## src/core/split_ctl_pkg.sv

```systemverilog
/*
 Shared constants, command and pin types for the split-transfer host controller.
 Assumes a 125 MHz core clock and a multiport DRAM wired pin for pin to the pins_t fields.
*/
package split_ctl_pkg;
	localparam int CLK_PERIOD_NS = 8;
	localparam int PWR_WAIT_US = 200;
	localparam int PWR_WAIT_CYC = (PWR_WAIT_US * 1000 + CLK_PERIOD_NS - 1) / CLK_PERIOD_NS;
	localparam int PHASE_NS = 60;
	localparam int PHASE_CYC = (PHASE_NS + CLK_PERIOD_NS - 1) / CLK_PERIOD_NS;
	localparam int STS_NS = 30;
	localparam int STS_CYC = (STS_NS + CLK_PERIOD_NS - 1) / CLK_PERIOD_NS;
	localparam int STS_W = $clog2(STS_CYC + 1);
	localparam int PH_W = $clog2(PHASE_CYC + 1);
	localparam int INIT_CYCLES = 8;
	localparam int SC_HALF_CYC = 4;
	localparam int ADDR_W = 9;
	localparam int DQ_W = 16;
	localparam int STOP_LSB = 4;

	typedef enum logic [2:0] {
		OP_READ_XFER,
		OP_MASKED_WRITE_XFER,
		OP_SPLIT_READ,
		OP_SPLIT_WRITE,
		OP_STOP_SET,
		OP_REG_RESET,
		OP_REFRESH_RAS,
		OP_REFRESH_CBR
	} op_t;

	typedef struct packed {
		op_t op;
		logic [ADDR_W-1:0] row;
		logic [ADDR_W-1:0] col;
		logic [3:0] stop_code;
		logic [DQ_W-1:0] mask;
		logic wr_low;
		logic wr_high;
	} cmd_t;

	typedef struct packed {
		logic ras_n;
		logic cas_n;
		logic trg_n;
		logic wel_n;
		logic weu_n;
		logic special_function_in;
		logic [ADDR_W-1:0] addr;
		logic [DQ_W-1:0] dq;
		logic dq_oe;
	} pins_t;

	localparam pins_t PINS_IDLE = '{1'b1, 1'b1, 1'b1, 1'b1, 1'b1, 1'b0, 9'h000, 16'h0000, 1'b0};

	// Stop code bits are ordered A4, A5, A6, A7 from msb to lsb.
	function automatic logic [4:0] stops_of(input logic [3:0] code);
		logic [4:0] n;
		n = 5'h10;
		casez (code)
			4'b1111: n = 5'h01;
			4'b1110: n = 5'h02;
			4'b110?: n = 5'h04;
			4'b10??: n = 5'h08;
			default: n = 5'h10;
		endcase
		return n;
	endfunction
endpackage

```

## src/core/sc_divider.sv

```systemverilog
/*
 Serial shift clock generator: divides the core clock and flags each rising edge.
 Assumes run is a same-domain level; the clock always stops low, completing any high half under way.
*/
`timescale 1ns/1ns
module sc_divider
	import split_ctl_pkg::*;
#(
	parameter int HALF = SC_HALF_CYC
)
(
	// Clock and control
	input wire logic core_clk,
	input wire logic rst,
	input wire logic ce,
	input wire logic run,
	// Clock out
	output logic sc,
	output logic sc_rise
);
	localparam int CW = $clog2(HALF + 1);
	logic [CW-1:0] cnt_r, cnt_nxt;
	logic sc_r, sc_nxt;
	logic rise_r, rise_nxt;

	always_comb
	begin
		cnt_nxt = cnt_r;
		sc_nxt = sc_r;
		rise_nxt = 1'b0;
		if (run || sc_r)
		begin
			if (cnt_r == CW'(HALF - 1))
			begin
				cnt_nxt = '0;
				sc_nxt = ~sc_r;
				rise_nxt = ~sc_r;
			end
			else
			begin
				cnt_nxt = cnt_r + 1'b1;
			end
		end
		else
		begin
			cnt_nxt = '0;
		end
	end

	always_ff @(posedge core_clk)
	begin
		if (rst)
		begin
			cnt_r <= '0;
			sc_r <= 1'b0;
			rise_r <= 1'b0;
		end
		else if (ce)
		begin
			cnt_r <= cnt_nxt;
			sc_r <= sc_nxt;
			rise_r <= rise_nxt;
		end
	end

	assign sc = sc_r;
	assign sc_rise = rise_r & ce;
endmodule

```

## src/core/split_xfer_host.sv

```systemverilog
/*
 Host controller that drives a multiport DRAM's strobes and serial clock for split transfers,
 stop-set and register-reset cycles, and the power-up initialization.
 Assumes the device pins are wired to pins_t; half_indicator_out arrives asynchronously.
*/
`timescale 1ns/1ns
module split_xfer_host
	import split_ctl_pkg::*;
#(
	parameter int PWR_CYC = PWR_WAIT_CYC
)
(
	// Clock, reset and enable
	input wire logic core_clk,
	input wire logic rst,
	input wire logic ce,
	// User command port
	input wire logic cmd_valid,
	output logic cmd_ready,
	input wire cmd_t cmd,
	output logic cmd_err,
	input wire logic use_refresh_counter,
	input wire logic shift_en,
	// Status
	output logic init_done,
	output logic busy,
	output logic active_half,
	output logic stop_mode,
	output logic [4:0] stop_points,
	output logic conv_read_done,
	output logic masked_write_done,
	// Device pins
	output pins_t pins,
	output logic serial_shift_clock,
	input wire logic half_indicator_out
);
	localparam int PWR_W = $clog2(PWR_CYC + 1);

	typedef enum logic [2:0] {ST_PWR, ST_SETUP, ST_RAS, ST_CAS, ST_END, ST_PRE, ST_DUMMY, ST_IDLE} state_t;

	state_t state_r, state_nxt;
	op_t op_r, op_nxt;
	cmd_t cmd_r, cmd_nxt;
	logic [PH_W-1:0] ph_r, ph_nxt;
	logic [PWR_W-1:0] pwr_r, pwr_nxt;
	logic [3:0] cnt_r, cnt_nxt;
	logic init_r, init_nxt;
	logic err_r, err_nxt;
	logic crd_r, crd_nxt;
	logic mwt_r, mwt_nxt;
	logic stop_r, stop_nxt;
	logic [4:0] npts_r, npts_nxt;
	logic [STS_W-1:0] sts_r, sts_nxt;
	logic hs1_r, hs2_r, hprev_r;
	pins_t pins_r, pins_nxt;
	logic sc_rise;
	logic ph_done, is_split, is_xfer, is_cbr, wlo, whi, accept, half_edge;

	// The half indicator is unrelated to the core clock, so it is synchronised first.
	always_ff @(posedge core_clk)
	begin
		if (rst)
		begin
			hs1_r <= 1'b0;
			hs2_r <= 1'b0;
			hprev_r <= 1'b0;
		end
		else if (ce)
		begin
			hs1_r <= half_indicator_out;
			hs2_r <= hs1_r;
			hprev_r <= hs2_r;
		end
	end
	assign half_edge = hs2_r ^ hprev_r;

	sc_divider #(.HALF(SC_HALF_CYC)) u_sc (
		.core_clk(core_clk),
		.rst(rst),
		.ce(ce),
		.run((state_r == ST_DUMMY) || (init_r && shift_en)),
		.sc(serial_shift_clock),
		.sc_rise(sc_rise)
	);

	assign ph_done = (ph_r == PH_W'(PHASE_CYC - 1));
	assign is_split = (cmd.op == OP_SPLIT_READ) || (cmd.op == OP_SPLIT_WRITE);
	assign cmd_ready = ce && (state_r == ST_IDLE) && !(is_split && (sts_r != '0));
	assign accept = cmd_valid && cmd_ready;

	always_comb
	begin
		state_nxt = state_r;
		op_nxt = op_r;
		cmd_nxt = cmd_r;
		ph_nxt = ph_r;
		pwr_nxt = pwr_r;
		cnt_nxt = cnt_r;
		init_nxt = init_r;
		err_nxt = 1'b0;
		crd_nxt = crd_r;
		mwt_nxt = mwt_r;
		stop_nxt = stop_r;
		npts_nxt = npts_r;
		sts_nxt = half_edge ? STS_W'(STS_CYC) : ((sts_r != '0) ? sts_r - 1'b1 : sts_r);
		case (state_r)
			ST_PWR:
			begin
				if (pwr_r == PWR_W'(PWR_CYC - 1))
				begin
					state_nxt = ST_SETUP;
					op_nxt = use_refresh_counter ? OP_REFRESH_CBR : OP_REFRESH_RAS;
					ph_nxt = '0;
				end
				else
				begin
					pwr_nxt = pwr_r + 1'b1;
				end
			end
			ST_SETUP, ST_RAS, ST_CAS, ST_END:
			begin
				ph_nxt = ph_done ? '0 : ph_r + 1'b1;
				if (ph_done)
				begin
					state_nxt = state_t'(state_r + 3'd1);
				end
				if (ph_done && (state_r == ST_SETUP))
				begin
					case (op_r)
						OP_READ_XFER:
						begin
							crd_nxt = 1'b1;
							mwt_nxt = 1'b0;
						end
						OP_MASKED_WRITE_XFER:
						begin
							mwt_nxt = 1'b1;
							crd_nxt = 1'b0;
						end
						OP_STOP_SET:
						begin
							stop_nxt = 1'b1;
							npts_nxt = stops_of(cmd_r.stop_code);
						end
						OP_REG_RESET:
						begin
							stop_nxt = 1'b0;
							npts_nxt = 5'h00;
						end
						default:
						begin
							stop_nxt = stop_r;
						end
					endcase
				end
			end
			ST_PRE:
			begin
				ph_nxt = ph_done ? '0 : ph_r + 1'b1;
				if (ph_done)
				begin
					if (init_r)
					begin
						state_nxt = ST_IDLE;
					end
					else if (op_r == OP_REG_RESET)
					begin
						init_nxt = 1'b1;
						state_nxt = ST_IDLE;
					end
					else if (cnt_r == 4'(INIT_CYCLES - 1))
					begin
						cnt_nxt = 4'h0;
						state_nxt = ST_DUMMY;
					end
					else
					begin
						cnt_nxt = cnt_r + 1'b1;
						state_nxt = ST_SETUP;
					end
				end
			end
			ST_DUMMY:
			begin
				if (cnt_r == 4'(INIT_CYCLES))
				begin
					state_nxt = ST_SETUP;
					op_nxt = OP_REG_RESET;
					ph_nxt = '0;
				end
				else if (sc_rise)
				begin
					cnt_nxt = cnt_r + 1'b1;
				end
			end
			default:
			begin
				if (accept)
				begin
					if (((cmd.op == OP_SPLIT_READ) && !crd_r) || ((cmd.op == OP_SPLIT_WRITE) && !mwt_r))
					begin
						err_nxt = 1'b1;
					end
					else
					begin
						state_nxt = ST_SETUP;
						op_nxt = cmd.op;
						cmd_nxt = cmd;
						ph_nxt = '0;
					end
				end
			end
		endcase
	end

	// Pin levels follow the next state so they leave flip-flops in step with it.
	always_comb
	begin
		pins_nxt = PINS_IDLE;
		is_xfer = (op_nxt == OP_READ_XFER) || (op_nxt == OP_MASKED_WRITE_XFER) ||
			(op_nxt == OP_SPLIT_READ) || (op_nxt == OP_SPLIT_WRITE);
		is_cbr = (op_nxt == OP_STOP_SET) || (op_nxt == OP_REG_RESET) || (op_nxt == OP_REFRESH_CBR);
		wlo = cmd_nxt.wr_low | ~cmd_nxt.wr_high;
		whi = cmd_nxt.wr_high;
		if ((state_nxt == ST_SETUP) || (state_nxt == ST_RAS) || (state_nxt == ST_CAS) ||
			(state_nxt == ST_END))
		begin
			pins_nxt.ras_n = (state_nxt == ST_SETUP);
			pins_nxt.trg_n = !(is_xfer && (state_nxt != ST_END));
			pins_nxt.cas_n = !(is_cbr || (is_xfer && (state_nxt != ST_SETUP) &&
				(state_nxt != ST_RAS)));
			pins_nxt.special_function_in = (op_nxt == OP_SPLIT_READ) || (op_nxt == OP_SPLIT_WRITE) ||
				(op_nxt == OP_STOP_SET);
			if ((op_nxt == OP_MASKED_WRITE_XFER) || (op_nxt == OP_SPLIT_WRITE))
			begin
				pins_nxt.wel_n = !wlo;
				pins_nxt.weu_n = !whi;
			end
			else if (op_nxt == OP_STOP_SET)
			begin
				pins_nxt.wel_n = 1'b0;
			end
			if ((state_nxt == ST_SETUP) || (state_nxt == ST_RAS))
			begin
				pins_nxt.addr = cmd_nxt.row;
				if (op_nxt == OP_STOP_SET)
				begin
					pins_nxt.addr = '0;
					pins_nxt.addr[STOP_LSB+3:STOP_LSB] = {cmd_nxt.stop_code[0], cmd_nxt.stop_code[1],
						cmd_nxt.stop_code[2], cmd_nxt.stop_code[3]};
				end
				pins_nxt.dq = cmd_nxt.mask;
				pins_nxt.dq_oe = (op_nxt == OP_MASKED_WRITE_XFER) || (op_nxt == OP_SPLIT_WRITE);
			end
			else if (is_xfer)
			begin
				pins_nxt.addr = cmd_nxt.col;
				if ((op_nxt == OP_SPLIT_READ) || (op_nxt == OP_SPLIT_WRITE))
				begin
					pins_nxt.addr[ADDR_W-1] = 1'b0;
				end
			end
		end
	end

	always_ff @(posedge core_clk)
	begin
		if (rst)
		begin
			state_r <= ST_PWR;
			op_r <= OP_REFRESH_RAS;
			cmd_r <= '0;
			ph_r <= '0;
			pwr_r <= '0;
			cnt_r <= 4'h0;
			init_r <= 1'b0;
			err_r <= 1'b0;
			crd_r <= 1'b0;
			mwt_r <= 1'b0;
			stop_r <= 1'b0;
			npts_r <= 5'h00;
			sts_r <= '0;
			pins_r <= PINS_IDLE;
		end
		else if (ce)
		begin
			state_r <= state_nxt;
			op_r <= op_nxt;
			cmd_r <= cmd_nxt;
			ph_r <= ph_nxt;
			pwr_r <= pwr_nxt;
			cnt_r <= cnt_nxt;
			init_r <= init_nxt;
			err_r <= err_nxt;
			crd_r <= crd_nxt;
			mwt_r <= mwt_nxt;
			stop_r <= stop_nxt;
			npts_r <= npts_nxt;
			sts_r <= sts_nxt;
			pins_r <= pins_nxt;
		end
	end

	assign pins = pins_r;
	assign cmd_err = err_r;
	assign init_done = init_r;
	assign busy = (state_r != ST_IDLE);
	assign active_half = hprev_r;
	assign stop_mode = stop_r;
	assign stop_points = npts_r;
	assign conv_read_done = crd_r;
	assign masked_write_done = mwt_r;

	AST_PWR_HIGH: assert property (@(posedge core_clk) disable iff (rst)
		(state_r == ST_PWR) |-> (pins_r.ras_n && pins_r.trg_n))
		else $error("strobes not high during power-up pause");
	AST_INIT_TRG: assert property (@(posedge core_clk) disable iff (rst)
		!init_r |-> pins_r.trg_n)
		else $error("transfer strobe low during initialization");
	AST_DUMMY_COUNT: assert property (@(posedge core_clk) disable iff (rst)
		((state_r == ST_DUMMY) && (state_nxt != ST_DUMMY) && ce) |-> (cnt_r == 4'd8))
		else $error("left dummy serial cycles early");
	AST_SPLIT_DELAY: assert property (@(posedge core_clk) disable iff (rst)
		(half_edge && ce) |=> (sts_r == STS_W'(STS_CYC)) ##0 (cmd_ready == 1'b0 || !is_split))
		else $error("split delay not armed after half change");
	AST_SPLIT_RD_PRE: assert property (@(posedge core_clk) disable iff (rst)
		($fell(pins_r.ras_n) && !pins_r.trg_n && pins_r.special_function_in && pins_r.cas_n && pins_r.wel_n &&
		pins_r.weu_n) |-> crd_r)
		else $error("split read without preceding read transfer");
	AST_SPLIT_WR_PRE: assert property (@(posedge core_clk) disable iff (rst)
		($fell(pins_r.ras_n) && !pins_r.trg_n && pins_r.special_function_in && pins_r.cas_n &&
		!(pins_r.wel_n && pins_r.weu_n)) |-> mwt_r)
		else $error("split write without preceding masked write transfer");
	AST_STOP_ADDR: assert property (@(posedge core_clk) disable iff (rst)
		($fell(pins_r.ras_n) && !pins_r.cas_n && pins_r.special_function_in) |->
		(!pins_r.wel_n && (pins_r.addr[3:0] == 4'h0) && stop_r &&
		(npts_r == stops_of({pins_r.addr[4], pins_r.addr[5], pins_r.addr[6], pins_r.addr[7]}))))
		else $error("stop-set cycle malformed");
	AST_REG_RESET: assert property (@(posedge core_clk) disable iff (rst)
		($fell(pins_r.ras_n) && !pins_r.cas_n && !pins_r.special_function_in && (op_r == OP_REG_RESET)) |->
		(pins_r.wel_n && pins_r.weu_n && !stop_r && (npts_r == 5'h00)))
		else $error("register reset did not clear stop mode");
	AST_XFER_STROBE: assert property (@(posedge core_clk) disable iff (rst)
		($fell(pins_r.ras_n) && pins_r.cas_n && (op_r != OP_REFRESH_RAS)) |-> !pins_r.trg_n)
		else $error("transfer requested without transfer strobe low");

	COV_INIT: cover property (@(posedge core_clk) disable iff (rst) $rose(init_r));
	COV_SPLIT_RD: cover property (@(posedge core_clk) disable iff (rst)
		(state_r == ST_RAS) && (op_r == OP_SPLIT_READ));
	COV_SPLIT_WR: cover property (@(posedge core_clk) disable iff (rst)
		(state_r == ST_RAS) && (op_r == OP_SPLIT_WRITE));
	COV_STOP_SET: cover property (@(posedge core_clk) disable iff (rst) $rose(stop_r));
endmodule

```

## config.mk

```make
export PLATFORM = sky130hd
export DESIGN_NAME = split_xfer_host
export DESIGN_NICKNAME = d
export VERILOG_FILES = /design/src/core/split_ctl_pkg.sv /design/src/core/sc_divider.sv /design/src/core/split_xfer_host.sv
export SDC_FILE = /design/constraint.sdc
export NUM_CORES = 1
export LEC_CHECK = 0
export ABC_AREA = 0
export BUFFER_PORTS_ARGS = -buffer_cell sky130_fd_sc_hd__clkbuf_2
export CAP_MARGIN = 0
export CORE_ASPECT_RATIO = 0.75
export CORE_MARGIN = 3
export CORE_UTILIZATION = 55
export CTS_BUF_LIST = sky130_fd_sc_hd__clkbuf_4 sky130_fd_sc_hd__clkbuf_8 sky130_fd_sc_hd__clkbuf_16
export CTS_CLUSTER_DIAMETER = 100
export DETAILED_ROUTE_END_ITERATION = 8
export PLACE_DENSITY = 0.78
export SLEW_MARGIN = 20
export SYNTH_ARGS = -nofsm -noshare
export SYNTH_HDL_FRONTEND = slang
export SYNTH_HIERARCHICAL = 1
export SYNTH_SLANG_ARGS = --single-unit
```

## constraint.sdc

```tcl
create_clock -name core_clk -period 5 [get_ports core_clk]
set_input_delay 0.25 -clock core_clk [delete_from_list [all_inputs] [get_ports core_clk]]
set_output_delay 0.25 -clock core_clk [all_outputs]
set_load 0.02 [all_outputs]
```

==> load_flow_metrics.sql <==
INSERT INTO impl_metrics (metric_group, metric, value, unit) VALUES
('clock_network', 'num_cts_buffers', '17', ''),
('clock_network', 'clock_tree.buffer_depth', '2', ''),
('yosys', 'yosysUniqueCellTypes', '61', ''),
('power', 'combinationalPowerShare', '5.6', '%'),
('placement', 'pre_cts_ws', '1.331', 'ns'),
('sta', 'worst_pin_slew', '1.089', 'ns'),
('floorplanning', 'top_level_ports', '96', ''),
('finish', 'fraction_of_final_layout_cells_with_drive_strength_greater_than_1', '19.51', '%'),
('yosys', 'synth_area', '5680', 'um^2'),
('route', 'detailedRoute.firstPassIterationCount', '4', ''),
('finish', 'num-nets-final', '819', ''),
('clock_network', 'h-tree-depth', '4', ''),
('worst_setup_path', 'critical-path-top-cell-by-count', 'sky130_fd_sc_hd__a211oi_2', ''),
('yosys', 'edff_count_synth', '0', ''),
('route', 'drtIter0Drc', '412', ''),
('yosys', 'yosysSeqAreaShare', '43.00', '%'),
('worst_setup_path', 'worst-endpoint-required', '5.33', 'ns'),
('yosys', 'synth_cells', '677', ''),
('power', 'p_seq_share', '42.5', '%'),
('worst_setup_path', 'critical_path.reg2reg.endpoint', 'pins[22]', ''),
('clock_network', 'clock_sinks', '122', ''),
('worst_setup_path', 'rr_worst_depth', '9', ''),
('global_route', 'antenna_found_initial', '0', ''),
('clock_network', 'post_cts_hold_buffer_count', '0', ''),
('worst_setup_path', 'timing.critical_path.from_type', 'flip-flop', ''),
('yosys', 'synth_top_flop_cell', 'sky130_fd_sc_hd__dfxtp_1', ''),
('global_route', 'overflow_left_after_global_routing', '0', ''),
('power', 'swShare', '21.74', '%'),
('sta', 'timing.final.crit_period', '3.852', 'ns'),
('sta', 'hold_viol_final', '0', ''),
('worst_setup_path', 'cp_cell_sequence', 'ha_1 -> nand3_1 -> a211oi_2 -> mux2_2 -> a221oi_1 -> and3_4 -> a21boi_1 -> o21ai_1 -> a211oi_2', ''),
('worst_setup_path', 'worst-endpoint-arrival', '4.18', 'ns'),
('floorplanning', 'die_area', '11600', 'um^2'),
('route', 'route.detailed.vias_per_inst', '5.690', ''),
('route', 'route.detailed.drc', '0', ''),
('worst_setup_path', 'worstPathMaxFanout', '20', ''),
('clock_network', 'cts_post_setup_buffers_inserted', '0', ''),
('route', 'route.final.wire_length', '14.65', 'mm'),
('yosys', 'ys_async_sr_fraction', '0', '%'),
('floorplanning', 'die_h', '94.01', 'um'),
('clock_network', 'clk_latency', '0.41', 'ns'),
('global_route', 'grt_start_max_net_pins', '91', ''),
('sta', 'min_period_over_period', '77.04', '%'),
('power', 'power-per-cell-area', '344.6', 'nW/um^2'),
('worst_setup_path', 'r2r_setup_slack', '1.15', 'ns'),
('worst_setup_path', 'crit_path_top_delay_cell', 'sky130_fd_sc_hd__dfxtp_1', ''),
('finish', 'insertedDiodeCount', '0', ''),
('worst_setup_path', 'endpoint_kind', 'flip-flop', ''),
('route', 'detailroute.via_count', '5127', ''),
('yosys', 'syn_avg_cell_area', '8.391', 'um^2'),
('yosys', 'synthesis.nets', '739', ''),
('sta', 'max_slew_margin', '27.40', '%'),
('clock_network', 'clkSlewWorstSetupHoldPaths', '0.05', 'ns'),
('placement', 'io_buffer_count', '95', ''),
('worst_hold_path', 'worst_hold_path.num_cells', '3', ''),
('floorplanning', 'initial_utilization', '57.66', '%'),
('status', 'run_status', 'finished, final reports clean', ''),
('sta', 'clock_skew', '0.008906', 'ns'),
('finish', 'final_core_util', '69.06', '%'),
('global_route', 'grt_pass1_vias', '4967', ''),
('power', 'share_clk_of_total_power', '51.9', '%'),
('route', 'post_drt_antenna_nets', '0', ''),
('clock_network', 'cts_root_buf', 'sky130_fd_sc_hd__clkbuf_16', ''),
('sta', 'number_of_setup_violations_in_the_final_report', '0', ''),
('yosys', 'yosysWarnings', '6', ''),
('power', 'power.ir.vdd_worst', '0.3325', 'mV'),
('placement', 'gpl.final_weighted_congestion', '0.9604', ''),
('placement', 'dp_hpwl', '9.891', 'mm'),
('floorplanning', 'core_area', '9852', 'um^2'),
('power', 'cellInternalPower', '1.835', 'mW'),
('global_route', 'grt.total_usage', '25.95', '%');
cell type report:
cell class,instances,area (um^2)
clock buffers,24,503.0
clock inverters,7,88.84
fillers,807,3048
inverters,24,90.09
multi-input cells,493,3007
flip-flops and latches,122,2442
well taps,132,165.2
repair buffers,99,508.0
state kept, by name, summed over array words and instances (netlist names), 3 cells and up:
signal / count
pwr_r: 15
stop_points: 5
cnt_r: 4
cmd_r: 40
ph_r: 4
sts_r: 3
state_r: 3
op_r: 3
u_sc/cnt_r: 3
pins: 32
cells in the mapped netlist, drive strengths merged (7+ instances only):
| cell type | number | area (um^2) |
|---|---|---|
| a211oi | 10 | 100.1 |
| a21oi | 67 | 335.3 |
| buf | 7 | 36.28 |
| clkbuf | 31 | 116.4 |
| dfxtp | 122 | 2442 |
| ha | 12 | 150.1 |
| inv | 24 | 90.09 |
| mux2i | 46 | 460.4 |
| nand2 | 72 | 270.3 |
| nand2b | 11 | 71.32 |
| nand3 | 12 | 60.06 |
| nand3b | 7 | 52.55 |
| nand4 | 8 | 50.05 |
| nor2 | 103 | 386.6 |
| nor2b | 15 | 93.84 |
| nor3 | 8 | 40.04 |
| o21ai | 14 | 70.07 |
| o32ai | 7 | 61.31 |
| or2 | 10 | 62.56 |
| or3 | 18 | 112.6 |
| xor2 | 11 | 96.34 |
layer usage:
metal / track usage (%) / share of wire, %
met1: 35.05 / 45
met2: 39.12 / 45
met3: 7.405 / 7.4
met4: 10.23 / 2.3
met5: 0 / 0
power by group through the flow:
stage                     Combinational [mW]  Sequential [mW]  Clock, mW
after floorplan                       0.0822             1.01          0
after global placement                 0.121             1.02          0
after detailed placement               0.129             1.02          0
after CTS                              0.130            0.997       1.22
after global routing                   0.148            0.997       1.28
final                                  0.130            0.997       1.22
critical path, delay by kind of cell, from the launching register on:
| kind | cells | cell delay, ns |
|---|---|---|
| fa+ha+maj | 1 | 0.29 |
| compound gates | 5 | 1.73 |
| flops | 1 | 0.78 |
| simple gates | 2 | 0.57 |
| mux | 1 | 0.40 |
cell families (layout without fill, tap and decap cells):
kind of cell	after synthesis	count (layout)	synth area share [%]
multiplexers	48	48	8.502
adder cells (fa/ha/maj)	12	12	2.643
buffers and inverters	62	154	4.273
XOR/XNOR	14	14	2.159
AO/OA/AOI/OAI	130	130	14.87
AND/OR/NAND/NOR	289	289	24.56
flip-flops	122	122	43.00
through the flow:
| step | area (um^2) | std cells | hold WS [ns] | power (mW) |
|---|---|---|---|---|
| after floorplan | 5680 | 677 | 0.3377 | 1.096 |
| after global placement | 6212 | 870 | 0.4494 | 1.137 |
| after detailed placement | 6212 | 870 | 0.4557 | 1.146 |
| after CTS | 6804 | 901 | 0.08667 | 2.351 |
| after global routing | 6804 | 901 | 0.09915 | 2.422 |
| final | 6804 | 901 | 0.09490 | 2.345 |
cell usage in the layout (no fill, tap or decap), types with 15 or more instances in the layout:
cell type                   Yosys  layout
sky130_fd_sc_hd__mux2i_1       46      46
sky130_fd_sc_hd__nand2_1       72      72
sky130_fd_sc_hd__nor2_1       103     103
sky130_fd_sc_hd__inv_1         24      23
sky130_fd_sc_hd__a21oi_1       67      66
sky130_fd_sc_hd__nor2b_1       15      15
sky130_fd_sc_hd__or3_1         18      18
sky130_fd_sc_hd__clkbuf_16      0      17
sky130_fd_sc_hd__dfxtp_1      122     122
sky130_fd_sc_hd__clkbuf_2       0      94
worst max path at each step:
stage	startpoint	end	depth (start not counted)
after floorplan	state_r[1]	pins[28]	11
after global placement	state_r[2]	pins[22]	9
after detailed placement	state_r[2]	pins[22]	9
after CTS	state_r[2]	pins[22]	9
after global routing	state_r[2]	pins[21]	9
final	state_r[2]	pins[22]	9
Power figures use the tool's default switching activity.
